===== config.mk =====
export PLATFORM = sky130hd
export DESIGN_NAME = dtd_seq_check
export DESIGN_NICKNAME = d
export VERILOG_FILES = /design/src/dtd_pkg.sv /design/src/dtd_datapath_test.sv
export SDC_FILE = /design/constraint.sdc
export NUM_CORES = 1
export LEC_CHECK = 0
export ABC_AREA = 1
export BUFFER_PORTS_ARGS = -buffer_cell sky130_fd_sc_hd__buf_2
export CAP_MARGIN = 20
export CORE_ASPECT_RATIO = 1.75
export CORE_MARGIN = 2
export CORE_UTILIZATION = 55
export CTS_CLUSTER_SIZE = 10
export DETAILED_ROUTE_END_ITERATION = 10
export GPL_TIMING_DRIVEN = 0
export PLACE_DENSITY = 0.88
export SLEW_MARGIN = 20
export SYNTH_ARGS = -nofsm -noshare
export SYNTH_HDL_FRONTEND = slang
export SYNTH_SLANG_ARGS = --single-unit

===== constraint.sdc =====
create_clock -name clk_sys_i -period 3.03 [get_ports clk_sys_i]
set_clock_uncertainty 0.05 [all_clocks]
set_input_delay 0.303 -clock clk_sys_i [delete_from_list [all_inputs] [get_ports clk_sys_i]]
set_output_delay 0.303 -clock clk_sys_i [all_outputs]
set_load 0.01 [all_outputs]

===== src/dtd_pkg.sv =====
`default_nettype none
package dtd_pkg;
  // ---------------------------------------------------------------
  // Register bus geometry
  // ---------------------------------------------------------------
  localparam int          ADDR_W        = 9;
  localparam int          DATA_W        = 8;
  localparam int          SAMPLE_W      = 16;

  // ---------------------------------------------------------------
  // Register offsets
  // ---------------------------------------------------------------
  localparam logic [8:0]  OFS_SEQ_CTRL  = 9'h14b;
  localparam logic [8:0]  OFS_REAL_ERR  = 9'h14c;
  localparam logic [8:0]  OFS_IMAG_ERR  = 9'h14d;
  localparam logic [8:0]  OFS_CONST_HI  = 9'h14e;
  localparam logic [8:0]  OFS_CONST_LO  = 9'h14f;
  localparam logic [8:0]  OFS_DIGITAL_TEST_SELECT  = 9'h150;
  localparam logic [8:0]  OFS_DEC_CTRL  = 9'h151;
  localparam logic [8:0]  OFS_DEC_MODE  = 9'h152;
  localparam logic [8:0]  OFS_IRQ_STAT  = 9'h160;
  localparam logic [8:0]  OFS_IRQ_MASK  = 9'h161;
  localparam logic [8:0]  OFS_PIN_STR   = 9'h1df;

  // ---------------------------------------------------------------
  // Field positions
  // ---------------------------------------------------------------
  localparam int          CTL_EN_BIT    = 0;
  localparam int          CTL_CLR_BIT   = 1;
  localparam int          CTL_POLY_BIT  = 2;
  localparam int          CTL_INV_I_BIT = 3;
  localparam int          CTL_INV_Q_BIT = 4;
  localparam int          CTL_PASS_I_BIT = 6;
  localparam int          CTL_PASS_Q_BIT = 7;
  localparam int          DC_EN_BIT     = 1;
  localparam int          SHUF_BIT      = 2;
  localparam int          MODE_W        = 2;
  localparam int          STR_W         = 4;
  localparam int          SLEW_LSB      = 0;
  localparam int          DRIVE_LSB     = 2;
  localparam int          IRQ_W         = 2;

  // ---------------------------------------------------------------
  // Reset values
  // ---------------------------------------------------------------
  localparam logic [4:0]  SEQ_CTRL_RST  = 5'h10;
  localparam logic [7:0]  BYTE_RST      = 8'h00;
  localparam logic [1:0]  MODE_RST      = 2'h0;
  localparam logic [3:0]  STR_RST       = 4'hf;
  localparam logic [1:0]  IRQ_RST       = 2'h0;

  // ---------------------------------------------------------------
  // Sequence checker
  // ---------------------------------------------------------------
  localparam int          HIST_W        = 15;
  localparam logic [3:0]  HIST_FULL     = 4'hf;
  localparam logic [7:0]  TALLY_MAX     = 8'hff;
endpackage
`default_nettype wire


===== src/dtd_datapath_test.sv =====
// Behaviour
// - Each channel has a read-only pass flag: 0 after a wrong sequence value, 1 after a right one.
// - Each channel can expect normal or inverted data; imaginary resets to inverted, real to normal.
// - A polynomial select bit picks the 7-bit or 15-bit reference sequence, resetting to 7-bit.
// - The counter-clear bit clears both error counters while it is 1.
// - The real channel keeps a readable 8-bit error count that resets to zero.
// - The imaginary channel keeps its own read-only 8-bit error count that resets to zero.
// - With the constant enable set, a 16-bit constant from two bytes replaces the samples.
// - A decoder bit chooses plain thermometer coding or MSB shuffling, resetting to off.
// - A writable decode mode field selects the decoder output mode, resetting to zero.
// - A 4-bit pin strength field gives slew in its low two bits and drive in its upper two.
`default_nettype none

// -----------------------------------------------------------------
// Per-channel sequence checker
// -----------------------------------------------------------------
module dtd_seq_check #(
  parameter int SAMPLE_W = 16
) (
  input  wire logic                clk_sys_i,
  input  wire logic                rst_i,
  input  wire logic                enable_i,
  input  wire logic                clear_i,
  input  wire logic                poly_i,
  input  wire logic                invert_i,
  input  wire logic                valid_i,
  input  wire logic [SAMPLE_W-1:0] sample_i,
  output logic [7:0]               tally_o,
  output logic                     pass_o,
  output logic                     error_o
);
  import dtd_pkg::*;

  logic [HIST_W-1:0] hist_reg, hist_next;
  logic [3:0]        fill_reg, fill_next;
  logic [7:0]        tally_reg, tally_next;
  logic              pass_reg, pass_next;
  logic              err_reg, err_next;
  logic              rx_bit;
  logic              expect_bit;
  logic              mismatch;

  // Self-synchronising: reference predicted from received history
  always_comb begin
    rx_bit = sample_i[0] ^ invert_i;
    expect_bit = poly_i ? (hist_reg[14] ^ hist_reg[13]) : (hist_reg[6] ^ hist_reg[5]);
    mismatch = rx_bit != expect_bit;
    hist_next = hist_reg;
    fill_next = fill_reg;
    tally_next = tally_reg;
    pass_next = pass_reg;
    err_next = 1'b0;
    if (enable_i && valid_i) begin
      hist_next = {hist_reg[HIST_W-2:0], rx_bit};
      if (fill_reg != HIST_FULL) begin
        fill_next = fill_reg + 4'h1;
      end else begin
        pass_next = !mismatch;
        err_next = mismatch;
        if (mismatch && tally_reg != TALLY_MAX) begin
          tally_next = tally_reg + 8'h01;
        end
      end
    end
    if (clear_i) begin
      tally_next = BYTE_RST;
    end
  end

  always_ff @(posedge clk_sys_i) begin
    if (rst_i) begin
      hist_reg <= '0;
      fill_reg <= 4'h0;
      tally_reg <= BYTE_RST;
      pass_reg <= 1'b0;
      err_reg <= 1'b0;
    end else begin
      hist_reg <= hist_next;
      fill_reg <= fill_next;
      tally_reg <= tally_next;
      pass_reg <= pass_next;
      err_reg <= err_next;
    end
  end

  assign tally_o = tally_reg;
  assign pass_o = pass_reg;
  assign error_o = err_reg;
endmodule

`default_nettype wire


==> flow_summary.toml <==
[status]
status = "finished, final reports clean"

[timing]
worst_slack_ns = 1.50
fmax_mhz = 653
tns_ns = 0
grt_setup_unrepaired = "no"
slew_headroom = 0.628
tightest_slew_ns = 0.556
drv_slew = 0
setup_viol = 0
timing.final.crit_share = 0.505
hold_viol_final = 0
finalCriticalPeriod_ns = 1.53

[cts]
cts_buffers = 5
cts.sinks = 29
cts_root_buf = "clkbuf_8"
htree_levels = 2
postCtsSetupRepairBufs = 0
cts_tree = "yes"
clkTransAtPathRegs_ns = 0.06
ctsHoldBuffers = 0
clockBufferDepth = 2
post_cts_resized = 0
clock_latency_ns = 0.28

[setup_path]
worst_setup_path_end_kind = "register"
crit_path_start_kind = "register"
crit_fanout = 8
crit_arrival_ns = 1.66
critical_path_class = "register to register"
required_ns = 3.16

[die]
die_area_sq_mm = 0.00302
rows = 24
die-height_um = 71.2
ios = 33
start_util = 0.576
die_w_um = 42.4
coreArea_sq_mm = 0.00246

[final_layout]
diodes = 0
num-fill-cells = 220
syn_to_final_growth_pct = 14.4
largest_reg_flops = 15
final_nets = 250
drive_gt1_frac = 0.169
fin_area_sq_mm = 0.00162
postLayoutCoreUtil = 0.659

[synth]
syn_nets = 226
synth_warnings = 0
avgSynthCellArea_sq_um = 7.05
syn_inst = 201
async_flop_share = 0
synth_cell_types = 22
synth_area_sq_mm = 0.00142
synth_top_area_cell = "dfxtp_1"
synth_seq_cells = 29
synth_edf_count = 0
yosysTopAreaCellShare = 0.410
synth_area_leaders = "dfxtp_1 41%, nor2_1 10%, nand2_1 9.3%"
synthFlopType = "dfxtp_1"
yosysSeqAreaShare = 0.410

[flow_run]
drv_cap = 0

[grt]
grt_pass1_wl_mm = 4.83
grt_max_degree = 11
gr-total-overflow = 0
antenna_found_initial = 0
gr-usage-all-layers = 0.211
grt_pass1_vias = 1261

[power_and_ir_drop]
ir_drop_v = 0.000330
finalPower_mw = 0.796
power_leakage_nw = 0.738
p_per_area_mw_per_mm2 = 491

[route]
drt_iter0_markers = 22
drc = 0
antenna_left = 0
first_pass_iters = 4
routedWlPerCell_um = 10.8
vias = 1286
viasPerCell = 5.12
drt_wl_total_mm = 2.71

[hold_path]
hp-class = "input pin to register"

[place]
placed_cell_area_sq_mm = 0.00154
dp_hpwl_mm = 2.03
io_buffers = 17
gp_congestion = 0.851
pre_cts_slack_ns = 1.51
-- worst max-delay path, cell delays in order, from the launching register on --
cell     delay, ns
dfxtp_1       0.38
ha_1          0.22
nand3_2       0.13
nor2_4        0.24
nand2_4       0.09
nor2_2        0.11
nand4_1       0.10
nand2_1       0.08
nor2_1        0.04
-- cell type report --
| cell class | count | area, sq um | area share |
|---|---|---|---|
| inverter | 32 | 120 | 0.0741 |
| buffer | 7 | 43.8 | 0.0270 |
| clock buffer | 7 | 86.3 | 0.0532 |
| tap | 26 | 32.5 | 0.0201 |
| timing repair buffer | 17 | 85.1 | 0.0525 |
| sequential | 29 | 581 | 0.358 |
| multi-input combinational | 133 | 673 | 0.415 |
-- logic make-up after synthesis --
group           after synthesis  share of synthesized area
compound gates               27                     0.0989
simple gates                102                      0.346
xor+xnor                      2                     0.0124
flops                        29                      0.410
buf+inv                      39                      0.116
fa+ha+maj                     2                     0.0176
-- synth_stat cells, types with 3 or more instances --
cell	number
nor2_1	38
clkbuf_1	3
nor2_4	4
o21ai_0	18
dfxtp_1	29
nand3_1	11
a21oi_1	6
nand4_1	9
nand2_1	35
inv_1	29
-- report_power, final --
| part | internal [mW] | switching [mW] |
|---|---|---|
| clock network | 0.180 | 0.136 |
| logic | 0.0284 | 0.0476 |
| registers | 0.396 | 0.00821 |
-- metrics by stage --
step | cells | hold slack [ns]
2_1_floorplan | 201 | 0.325
4_1_cts | 251 | 0.145
5_1_grt | 251 | 0.165
3_5_place_dp | 244 | 0.419
3_3_place_gp | 244 | 0.404
6_report | 251 | 0.153
-- placed cells by master, fill, tap and decap left out, types with 4 or more instances in the layout --
| master | count |
|---|---|
| a21oi_1 | 6 |
| buf_2 | 19 |
| clkbuf_1 | 4 |
| clkbuf_8 | 6 |
| dfxtp_1 | 29 |
| inv_1 | 29 |
| nand2_1 | 35 |
| nand3_1 | 11 |
| nand4_1 | 9 |
| nor2_1 | 38 |
| nor2_4 | 4 |
| o21ai_0 | 18 |
-- path summary, 6_finish.rpt --
check / startpoint / depth (start not counted) / endpoint / slack, ns
max: fill_reg[1] / 8 / tally_o[7] / 1.50
min: rst_i / 2 / error_o / 0.15
max reg2reg: fill_reg[1] / 8 / tally_o[7] / 1.50
min reg2reg: hist_reg[10] / 2 / hist_reg[10] / 0.42
-- per-layer routing --
layer / GRT usage / share of wire / up-vias
met3: 0.0561 / 0.028 / 7
li1: - / - / 681
met5: 0 / 0 / -
met2: 0.400 / 0.56 / 14
met1: 0.190 / 0.39 / 584
met4: 0.125 / 0.024 / 0
No activity file was read; power rests on OpenSTA's default activity.
